File: src/logic/uatx_params.svh
`ifndef UATX_PARAMS_SVH
`define UATX_PARAMS_SVH

// Register offsets on the plain register port
`define UATX_OFF_CTRL0 4'h0
`define UATX_OFF_CTRL1 4'h1
`define UATX_OFF_CTRL2 4'h2
`define UATX_OFF_BAUDL 4'h3
`define UATX_OFF_BAUDH 4'h4
`define UATX_OFF_TXBUF 4'h5
`define UATX_OFF_STAT 4'h6

// Field positions
`define UATX_C0_TRANSMIT_ENABLE_BIT 5
`define UATX_C0_BRGS 7
`define UATX_C1_ON 7
`define UATX_C2_TRANSMIT_POLARITY_BIT 2
`define UATX_C2_STP_LO 0
`define UATX_ST_TXIF 0
`define UATX_ST_TXMT 1

// Mode codes
`define UATX_MODE_8BIT 4'h0
`define UATX_MODE_7BIT 4'h1
`define UATX_MODE_ODD 4'h2
`define UATX_MODE_EVEN 4'h3

// Reset values
`define UATX_RST_CTRL0 8'h00
`define UATX_RST_CTRL1 8'h00
`define UATX_RST_CTRL2 8'h00
`define UATX_RST_BAUD 16'h0000

// Baud ticks per bit for normal and high speed
`define UATX_TICKS_NORMAL 5'd16
`define UATX_TICKS_HIGH 5'd4

`endif

File: src/logic/uatx_pkg.sv
`default_nettype none

package uatx_pkg;
	typedef enum logic [2:0] {
		UATX_IDLE,
		UATX_START,
		UATX_DATA,
		UATX_NINTH,
		UATX_STOP
	} uatx_state_t;

	typedef enum logic [1:0] {
		UATX_STOP_1,
		UATX_STOP_1P5,
		UATX_STOP_2,
		UATX_STOP_2B
	} uatx_stop_t;
endpackage

`default_nettype wire

File: src/logic/uatx_top.sv
// Summary of operation
// - Five character modes, including parity and address
// - NRZ output, idles at mark
// - Start, 7/8 data, optional ninth, stop
// - Stop bits one, one and half, two
// - Bit period from 16-bit divisor, multiplier
// - Data sent least significant bit first
// - Format and baud shared with receiver
// - Hardware computes and inserts parity bit
// - Shifter hidden, loads only from buffer
// - Drive pin while busy, release when idle if direction set
// - Pin level kept when direction cleared
// - Buffer free flag when enabled and empty
// - Buffer write starts; idle shifter loads at once
// - Queued character loads at stop start
// - Next start follows last stop, no gap
// - Polarity change reaches pin immediately
// - Serial output also feeds internal peripherals
// - Seven-bit mode drops most significant bit
// - Code 0011 even, 0010 odd parity
// - Polarity resets zero; one inverts output
// - Shifter empty flag tracks idle shifter and empty buffer
//
// The register addresses and strobed register access were chosen for this implementation.
`default_nettype none
`include "uatx_params.svh"

module uatx_top
	import uatx_pkg::*;
#(
	parameter int DIV_W = 16,
	parameter int ADDR_W = 4
) (
	input wire logic mclk, // system clock
	input wire logic rst_b, // async reset, active low
	input wire logic [ADDR_W-1:0] reg_addr, // register address
	input wire logic [7:0] reg_wdata, // write data
	input wire logic reg_wr, // write strobe
	input wire logic reg_rd, // read strobe
	output logic [7:0] reg_rdata, // read data, cycle after strobe
	input wire logic port_direction_control, // 1 = pin input when idle
	input wire logic port_out_latch, // port latch level when idle
	output logic tx_pin_o, // pin output level
	output logic tx_pin_oe, // pin output enable
	output logic tx_internal, // serial output to internal peripherals
	output logic transmit_buffer_free_flag, // buffer can take a character
	output logic shifter_empty_flag, // shifter empty and idle
	output logic [3:0] mode_code, // shared format for the receiver
	output logic [DIV_W-1:0] baud_divisor_pair, // shared baud divisor
	output logic baud_multiplier_bit // shared multiplier
);
	// ----------------------------------------------------------------
	// Registers
	// ----------------------------------------------------------------
	logic [7:0] control_reg_zero_q;
	logic [7:0] control_reg_one_q;
	logic [7:0] control_reg_two_q;
	logic [DIV_W-1:0] baud_q;
	logic [7:0] transmit_buffer_reg_q;
	logic buf_full_q;
	logic [7:0] rdata_q;

	wire transmit_enable_bit = control_reg_zero_q[`UATX_C0_TRANSMIT_ENABLE_BIT];
	wire periph_on = control_reg_one_q[`UATX_C1_ON];
	wire transmit_polarity_bit = control_reg_two_q[`UATX_C2_TRANSMIT_POLARITY_BIT];
	wire [1:0] stop_sel = control_reg_two_q[`UATX_C2_STP_LO +: 2];
	wire [3:0] mode = control_reg_zero_q[3:0];

	wire wr_ctrl0 = reg_wr && (reg_addr == ADDR_W'(`UATX_OFF_CTRL0));
	wire wr_ctrl1 = reg_wr && (reg_addr == ADDR_W'(`UATX_OFF_CTRL1));
	wire wr_ctrl2 = reg_wr && (reg_addr == ADDR_W'(`UATX_OFF_CTRL2));
	wire wr_baudl = reg_wr && (reg_addr == ADDR_W'(`UATX_OFF_BAUDL));
	wire wr_baudh = reg_wr && (reg_addr == ADDR_W'(`UATX_OFF_BAUDH));
	wire wr_txbuf = reg_wr && (reg_addr == ADDR_W'(`UATX_OFF_TXBUF));

	// ----------------------------------------------------------------
	// Shared format and baud
	// ----------------------------------------------------------------
	// The receiver reads the same copies, so the two paths cannot disagree
	assign mode_code = mode;
	assign baud_divisor_pair = baud_q;
	assign baud_multiplier_bit = control_reg_zero_q[`UATX_C0_BRGS];

	always_ff @(posedge mclk or negedge rst_b) begin
		if (!rst_b) begin
			control_reg_zero_q <= `UATX_RST_CTRL0;
			control_reg_one_q <= `UATX_RST_CTRL1;
			control_reg_two_q <= `UATX_RST_CTRL2;
		end else begin
			if (wr_ctrl0) control_reg_zero_q <= reg_wdata;
			if (wr_ctrl1) control_reg_one_q <= reg_wdata;
			if (wr_ctrl2) control_reg_two_q <= reg_wdata;
		end
	end

	always_ff @(posedge mclk or negedge rst_b) begin
		if (!rst_b) begin
			baud_q <= `UATX_RST_BAUD;
		end else begin
			if (wr_baudl) baud_q[7:0] <= reg_wdata;
			if (wr_baudh) baud_q[DIV_W-1:8] <= reg_wdata[DIV_W-9:0];
		end
	end

	// ----------------------------------------------------------------
	// Baud timing
	// ----------------------------------------------------------------
	// Sub-ticks per bit come from the multiplier; half-bit used for 1.5 stop.
	uatx_state_t state_q;
	logic running;
	logic sub_tick;
	logic [4:0] sub_q;
	logic [3:0] bit_q;
	logic half_q;

	wire [4:0] ticks_per_bit = baud_multiplier_bit ? `UATX_TICKS_HIGH : `UATX_TICKS_NORMAL;
	wire [4:0] half_ticks = {1'b0, ticks_per_bit[4:1]};

	assign running = periph_on && transmit_enable_bit;

	// Bits are timed only while a frame runs, so every start bit gets a full period
	uatx_baud_gen #(
		.DIV_W(DIV_W)
	) u_baud (
		.mclk(mclk),
		.rst_b(rst_b),
		.run(running && (state_q != UATX_IDLE)),
		.divisor(baud_q),
		.tick(sub_tick)
	);

	wire bit_end = sub_tick && (sub_q == ticks_per_bit - 5'd1);
	wire half_end = sub_tick && (sub_q == half_ticks - 5'd1);

	// ----------------------------------------------------------------
	// Frame format
	// ----------------------------------------------------------------
	function automatic logic has_ninth(input logic [3:0] m);
		has_ninth = (m != `UATX_MODE_8BIT) && (m != `UATX_MODE_7BIT);
	endfunction

	logic [7:0] shifter_q; // transmit_shifter, not readable by software
	logic ninth_q;
	logic line_q;
	logic [1:0] stop_cnt_q;

	wire [3:0] data_bits = (mode == `UATX_MODE_7BIT) ? 4'd7 : 4'd8;
	// Parity comes from the buffer at load time, so later writes cannot disturb it
	wire par_even = ^transmit_buffer_reg_q;
	// Address mode marks the ninth bit; software picks frames by a control bit
	wire addr_mark = control_reg_two_q[3];
	logic ninth_d;
	always_comb begin
		case (mode)
			`UATX_MODE_EVEN: ninth_d = par_even;
			`UATX_MODE_ODD: ninth_d = ~par_even;
			default: ninth_d = addr_mark;
		endcase
	end

	wire [1:0] stop_whole = (stop_sel == 2'(UATX_STOP_1)) ? 2'd1 : 2'd2;
	wire stop_half = (stop_sel == 2'(UATX_STOP_1P5));

	wire in_stop_first = (state_q == UATX_STOP) && (stop_cnt_q == 2'd0) && !half_q;
	wire stop_done = (state_q == UATX_STOP) &&
		((half_q && half_end) || (!half_q && bit_end && stop_cnt_q == stop_whole - 2'd1 &&
		!stop_half));
	wire stop_to_half = (state_q == UATX_STOP) && !half_q && bit_end && stop_half;

	// Shifter takes the buffer when idle, or at the start of the stop bit
	wire load_idle = (state_q == UATX_IDLE) && buf_full_q && running;
	logic loaded_q; // next character already in shifter
	wire load_stop = in_stop_first && buf_full_q && !loaded_q && running;
	// A write that lands before the last stop bit ends, but after the first stop bit,
	// goes straight into the next frame: no idle gap and no stale queued copy
	wire load_late = stop_done && buf_full_q && !loaded_q;
	wire load_now = load_idle || load_stop || load_late;

	// ----------------------------------------------------------------
	// Transmit buffer
	// ----------------------------------------------------------------
	always_ff @(posedge mclk or negedge rst_b) begin
		if (!rst_b) begin
			transmit_buffer_reg_q <= 8'h00;
			buf_full_q <= 1'b0;
		end else if (wr_txbuf && (!buf_full_q || load_now)) begin
			transmit_buffer_reg_q <= reg_wdata;
			buf_full_q <= 1'b1;
		end else if (load_now) begin
			buf_full_q <= 1'b0;
		end
	end

	// ----------------------------------------------------------------
	// Frame sequencer
	// ----------------------------------------------------------------
	logic [7:0] next_shift_q;
	logic next_ninth_q;
	// Character and ninth bit that a back-to-back frame starts with
	wire [7:0] next_char = loaded_q ? next_shift_q : transmit_buffer_reg_q;
	wire next_bit9 = loaded_q ? next_ninth_q : ninth_d;
	// Dropping enable or on aborts the frame; a character queued in the shifter stage is lost

	always_ff @(posedge mclk or negedge rst_b) begin
		if (!rst_b) begin
			state_q <= UATX_IDLE;
			sub_q <= 5'd0;
			bit_q <= 4'd0;
			half_q <= 1'b0;
			stop_cnt_q <= 2'd0;
			shifter_q <= 8'h00;
			ninth_q <= 1'b0;
			loaded_q <= 1'b0;
			next_shift_q <= 8'h00;
			next_ninth_q <= 1'b0;
		end else if (!running) begin
			state_q <= UATX_IDLE;
			sub_q <= 5'd0;
			loaded_q <= 1'b0;
		end else begin
			if (sub_tick) sub_q <= bit_end ? 5'd0 : sub_q + 5'd1;
			if (load_stop) begin
				next_shift_q <= transmit_buffer_reg_q;
				next_ninth_q <= ninth_d;
				loaded_q <= 1'b1;
			end
			case (state_q)
				UATX_IDLE: begin
					sub_q <= 5'd0;
					if (load_idle) begin
						shifter_q <= transmit_buffer_reg_q;
						ninth_q <= ninth_d;
						state_q <= UATX_START;
					end
				end
				UATX_START: begin
					if (bit_end) begin
						bit_q <= 4'd0;
						state_q <= UATX_DATA;
					end
				end
				UATX_DATA: begin
					if (bit_end) begin
						shifter_q <= {1'b0, shifter_q[7:1]};
						bit_q <= bit_q + 4'd1;
						if (bit_q == data_bits - 4'd1) begin
							state_q <= has_ninth(mode) ? UATX_NINTH : UATX_STOP;
							stop_cnt_q <= 2'd0;
							half_q <= 1'b0;
						end
					end
				end
				UATX_NINTH: begin
					if (bit_end) begin
						state_q <= UATX_STOP;
						stop_cnt_q <= 2'd0;
						half_q <= 1'b0;
					end
				end
				UATX_STOP: begin
					if (stop_to_half) begin
						half_q <= 1'b1;
						sub_q <= 5'd0;
					end else if (stop_done) begin
						half_q <= 1'b0;
						sub_q <= 5'd0;
						if (loaded_q || load_late) begin
							shifter_q <= next_char;
							ninth_q <= next_bit9;
							loaded_q <= 1'b0;
							state_q <= UATX_START;
						end else begin
							state_q <= UATX_IDLE;
						end
					end else if (bit_end) begin
						stop_cnt_q <= stop_cnt_q + 2'd1;
					end
				end
				default: state_q <= UATX_IDLE;
			endcase
		end
	end

	// ----------------------------------------------------------------
	// Line level and pin
	// ----------------------------------------------------------------
	always_comb begin
		case (state_q)
			UATX_START: line_q = 1'b0;
			UATX_DATA: line_q = shifter_q[0];
			UATX_NINTH: line_q = ninth_q;
			default: line_q = 1'b1;
		endcase
	end

	// Polarity applied after the sequencer so a change shows at once
	assign tx_internal = line_q ^ transmit_polarity_bit;
	wire busy = running && (state_q != UATX_IDLE);
	// Keep the line when the direction control says output, else drive only while busy
	assign tx_pin_oe = busy || !port_direction_control;
	// Internal consumers see the same serial stream as the pin
	assign tx_pin_o = tx_internal;
	// The port latch matters only once the pin is released, outside this block
	wire unused_latch = port_out_latch;

	// ----------------------------------------------------------------
	// Status flags
	// ----------------------------------------------------------------
	// Empty drops as soon as the buffer fills, one cycle ahead of the load,
	// so software polling it never sees a gap between write and start
	assign transmit_buffer_free_flag = transmit_enable_bit && !buf_full_q;
	assign shifter_empty_flag = (state_q == UATX_IDLE) && !buf_full_q;

	// ----------------------------------------------------------------
	// Read port
	// ----------------------------------------------------------------
	logic [7:0] rd_mux;
	always_comb begin
		case (reg_addr)
			ADDR_W'(`UATX_OFF_CTRL0): rd_mux = control_reg_zero_q;
			ADDR_W'(`UATX_OFF_CTRL1): rd_mux = control_reg_one_q;
			ADDR_W'(`UATX_OFF_CTRL2): rd_mux = control_reg_two_q;
			ADDR_W'(`UATX_OFF_BAUDL): rd_mux = baud_q[7:0];
			ADDR_W'(`UATX_OFF_BAUDH): rd_mux = baud_q[DIV_W-1:8];
			ADDR_W'(`UATX_OFF_STAT): rd_mux = {6'h00, shifter_empty_flag,
				transmit_buffer_free_flag};
			default: rd_mux = 8'h00;
		endcase
	end

	always_ff @(posedge mclk or negedge rst_b) begin
		if (!rst_b) begin
			rdata_q <= 8'h00;
		end else begin
			rdata_q <= reg_rd ? (rd_mux | {7'h00, 1'b0 & unused_latch}) : 8'h00;
		end
	end

	assign reg_rdata = rdata_q;
endmodule

`default_nettype wire

File: src/logic/uatx_baud_gen.sv
`default_nettype none
`include "uatx_params.svh"

// Divides mclk by (divisor + 1) and emits a one-cycle tick per baud sub-period.
module uatx_baud_gen #(
	parameter int DIV_W = 16
) (
	input wire logic mclk, // system clock
	input wire logic rst_b, // async reset, active low
	input wire logic run, // counts while high
	input wire logic [DIV_W-1:0] divisor, // reload value
	output logic tick // one-cycle sub-period pulse
);
	logic [DIV_W-1:0] cnt_q;
	wire cnt_zero = (cnt_q == '0);

	always_ff @(posedge mclk or negedge rst_b) begin
		if (!rst_b) begin
			cnt_q <= '0;
		end else if (!run || cnt_zero) begin
			cnt_q <= divisor;
		end else begin
			cnt_q <= cnt_q - 1'b1;
		end
	end

	assign tick = run && cnt_zero;
endmodule

`default_nettype wire

File: config.mk
export PLATFORM = sky130hd
export DESIGN_NAME = uatx_top
export DESIGN_NICKNAME = d
export VERILOG_FILES = /design/src/logic/uatx_pkg.sv /design/src/logic/uatx_top.sv /design/src/logic/uatx_baud_gen.sv
export VERILOG_INCLUDE_DIRS = /design/src /design/src/logic
export SDC_FILE = /design/constraint.sdc
export NUM_CORES = 1
export LEC_CHECK = 0
export ABC_AREA = 1
export BUFFER_PORTS_ARGS = -buffer_cell sky130_fd_sc_hd__buf_2
export CAP_MARGIN = 20
export CORE_MARGIN = 2
export CORE_UTILIZATION = 61
export CTS_BUF_LIST = sky130_fd_sc_hd__clkbuf_4
export DETAILED_ROUTE_END_ITERATION = 8
export HOLD_SLACK_MARGIN = 0.1
export PLACE_DENSITY = 0.82
export SLEW_MARGIN = 25
export SYNTH_ARGS = -nofsm -noshare
export SYNTH_HDL_FRONTEND = slang
export SYNTH_HIERARCHICAL = 1
export SYNTH_SLANG_ARGS = --single-unit
File: constraint.sdc
create_clock -name mclk -period 3.7 [get_ports mclk]
set_input_delay 0.185 -clock mclk [delete_from_list [all_inputs] [get_ports mclk]]
set_output_delay 0.185 -clock mclk [all_outputs]
set_load 0.1 [all_outputs]
==> reports/results.ini <==
[hold_path]
hold_class=in2reg
min_to=reg_rdata[2]
min_path_cells=5
hp-start=reg_addr[1]

[route]
dr.pass1.iters=5
viasPerCell=5.60
wl_mm=13.4
drtAntennaViolNets=0
vias=5066
drtIter0Drc=267
drcViolationCount=0
wire_per_inst_um=14.8

[pwr]
pwr-share-clk_pct=18.2
swShare_pct=46.5
p_seq_share_pct=43.6
p_int_mw=1.90
power.switching_mw=1.65
p_leak_nw=3.24
vdd_ir_drop_max_uv=390
pwr-share-comb_pct=38.2
powerDensity_nw_per_um2=566

[place]
place_area_um2=6020
numPortBuffers=50
preCtsSetupSlack_ps=737
place.gp.congestion=0.900
place_hpwl_mm=9.98

[sta]
drv_slew=0
fin_ws_ps=658
finalHoldViolations=0
clock_skew_ps=25.9
fin_crit_ps=3040
timing.fmax_mhz=329
setup_viol=0
worst_slew_pin_slew_ps=584
tns_ps=0
finalCritPeriodShare_pct=82.2
relSlewSlack_pct=61.1
rsz0062_at_grt=false

[logic_synthesis]
synth.cell_area_um2=5730
synth.most_common_cell=nand2_1
synthesis.nets=757
ys_types=41
synth_ff_type=dfrtp_1
synthTopCellsByArea=dfrtp_1, nand2_1, o21ai_0
synth-edff-count=0
synthTopCellsByCount=nand2_1, dfrtp_1, o21ai_0
yosysWarnings=6
avgSynthCellArea_um2=7.80
seq_area_frac_synth_pct=46.7
synth_top_area_share_pct=46.7
synth_seq_cells=107
async_flop_share_pct=100
syn_inst=735
yosys.area.top_type=dfrtp_1

[clock_network]
tritoncts=yes
cts_sinks=107
clkTransAtPathRegs_ps=170
clockBufferDepth=2
root_buffer=clkbuf_4
clk-insertion-delay-late_ps=470
postCtsResizedCells=0
h-tree-depth=3
cts_buffers=9

[worst_setup_path]
required_ps=4080
r2r_setup_slack_ps=660
path_class=reg2reg
endpoint_kind=flop
rr_startpoint=state_q[0]
cp-start-kind=flop
reg2regPathDepth=17
arrival_ps=3420
worst-path-max-fanout=9
r2r_end=shifter_q[4]

[final_layout]
postLayoutCoreUtil_pct=68.3
final_area_um2=6280
nets=811
multiInputGateArea_um2=2680
diodes=0
drive_above_1_share_pct=15.4
fillers=756
areaGrowthSynthToFinish_pct=9.49
ff_latch_area_um2=2680

[floorplanning]
die_w_um=101
num_io_pins=52
coreArea_um2=9200
rows=35
start_util_pct=62.3
die_area_um2=10200
die_y_um=101

[global_route]
grt_busiest_layer=met2
globalRouteOverflowTotal=0
grt_antenna_before_repair=0
track_usage_pct=28.2
grt_pass1_wl_mm=22.8
met3_usage_pct=6.31
grt_pass1_vias=4835
grt_max_degree=40
gr-usage-met1_pct=39.2
use_met2_pct=45.4

[status]
run_status=finished clean

[flow_run]
drv_cap=0

-- kinds of logic after synthesis --
family	after synthesis	share of synthesized area [%]
AND/OR/NAND/NOR	411	31.8
AO/OA/AOI/OAI	105	10.8
multiplexers	1	0.175
flip-flops	107	46.7
adder cells (fa/ha/maj)	4	0.873
XOR/XNOR	20	3.06
buffers and inverters	87	6.57
-- placed cells by master, fill, tap and decap left out, types with 2 or more instances in the layout --
cell type and instances:
a221oi_1 7, o21ai_2 5, a21oi_2 2, inv_2 12, xor2_1 12, clkinv_4 2, ha_1 4, dfrtp_1 107
nor2_1 52, buf_4 3, nand3_1 55, clkbuf_4 10, o21ai_1 11, dlygate4sd3_1 10, o21ai_0 60, nor2_4 3
nor2_2 6, o211ai_1 7, a21oi_1 5, xnor2_1 8, o31ai_1 2, nand2_2 13, buf_2 49, a31oi_1 2
nand2_4 7, nor2_8 2, nand3b_1 3, nand4_1 4, inv_1 55, nor3_1 4, nand2_1 258
-- layer usage --
layer	routed length [um]	part of all wire [%]
met1	6040	45
met2	6330	47
met3	840	6.3
met4	193	1.4
met5	0	0
-- area by class of cell --
cell class | count | share of cell area, %
flip-flops and latches | 107 | 42.7
clock inverters | 6 | 1.34
multi-input cells | 541 | 42.7
well taps | 111 | 2.21
repair buffers | 62 | 5.86
clock buffers | 10 | 1.20
inverters | 68 | 4.07
-- worst max-delay path: stages, from the launching register on --
cell     delay, ps
dfrtp_1        520
nor2_2          90
nand2_1        180
inv_1          140
nor2_1         230
inv_1          120
nor2_1         300
nand2_2        150
nor2_4         110
inv_2           60
nor2_8         170
nand2_4         60
nand2_4         80
nor2_2          60
nor3_4         370
nand2_4        140
nand2_1         90
nand2_1         50
-- how the worst max path moves through the flow --
stage	start	end	slack [ps]	cells after the start
global route	state_q[0]	shifter_q[3]	390	17
CTS	state_q[0]	shifter_q[4]	720	17
floorplan	state_q[2]	tx_pin_o	400	8
detailed placement	state_q[0]	shifter_q[4]	740	17
global placement	state_q[0]	shifter_q[0]	860	17
finish	state_q[0]	shifter_q[4]	660	17
-- power by group through the flow --
stage               Clock, mW  Combinational (mW)  Sequential, mW
floorplan                   0               0.813            1.83
global placement            0                1.31            1.56
CTS                     0.656                1.36            1.54
global route            0.714                1.47            1.58
detailed placement          0                1.35            1.57
finish                  0.646                1.36            1.55
-- stage by stage --
| stage | total power [mW] | std cells | hold slack (ps) |
|---|---|---|---|
| final | 3.56 | 905 | 179 |
| after detailed placement | 2.91 | 879 | 187 |
| after global placement | 2.87 | 879 | 185 |
| after global routing | 3.76 | 905 | 179 |
| after CTS | 3.56 | 905 | 171 |
| after floorplan | 2.64 | 735 | -111 |
-- what timing repair did --
action / CTS / global route
setup buffers: 0 / 0
hold endpoints to repair: 76 / 0
setup endpoints to repair: 0 / 0
hold buffers: 10 / 0
(Power assumes the default switching activity.)
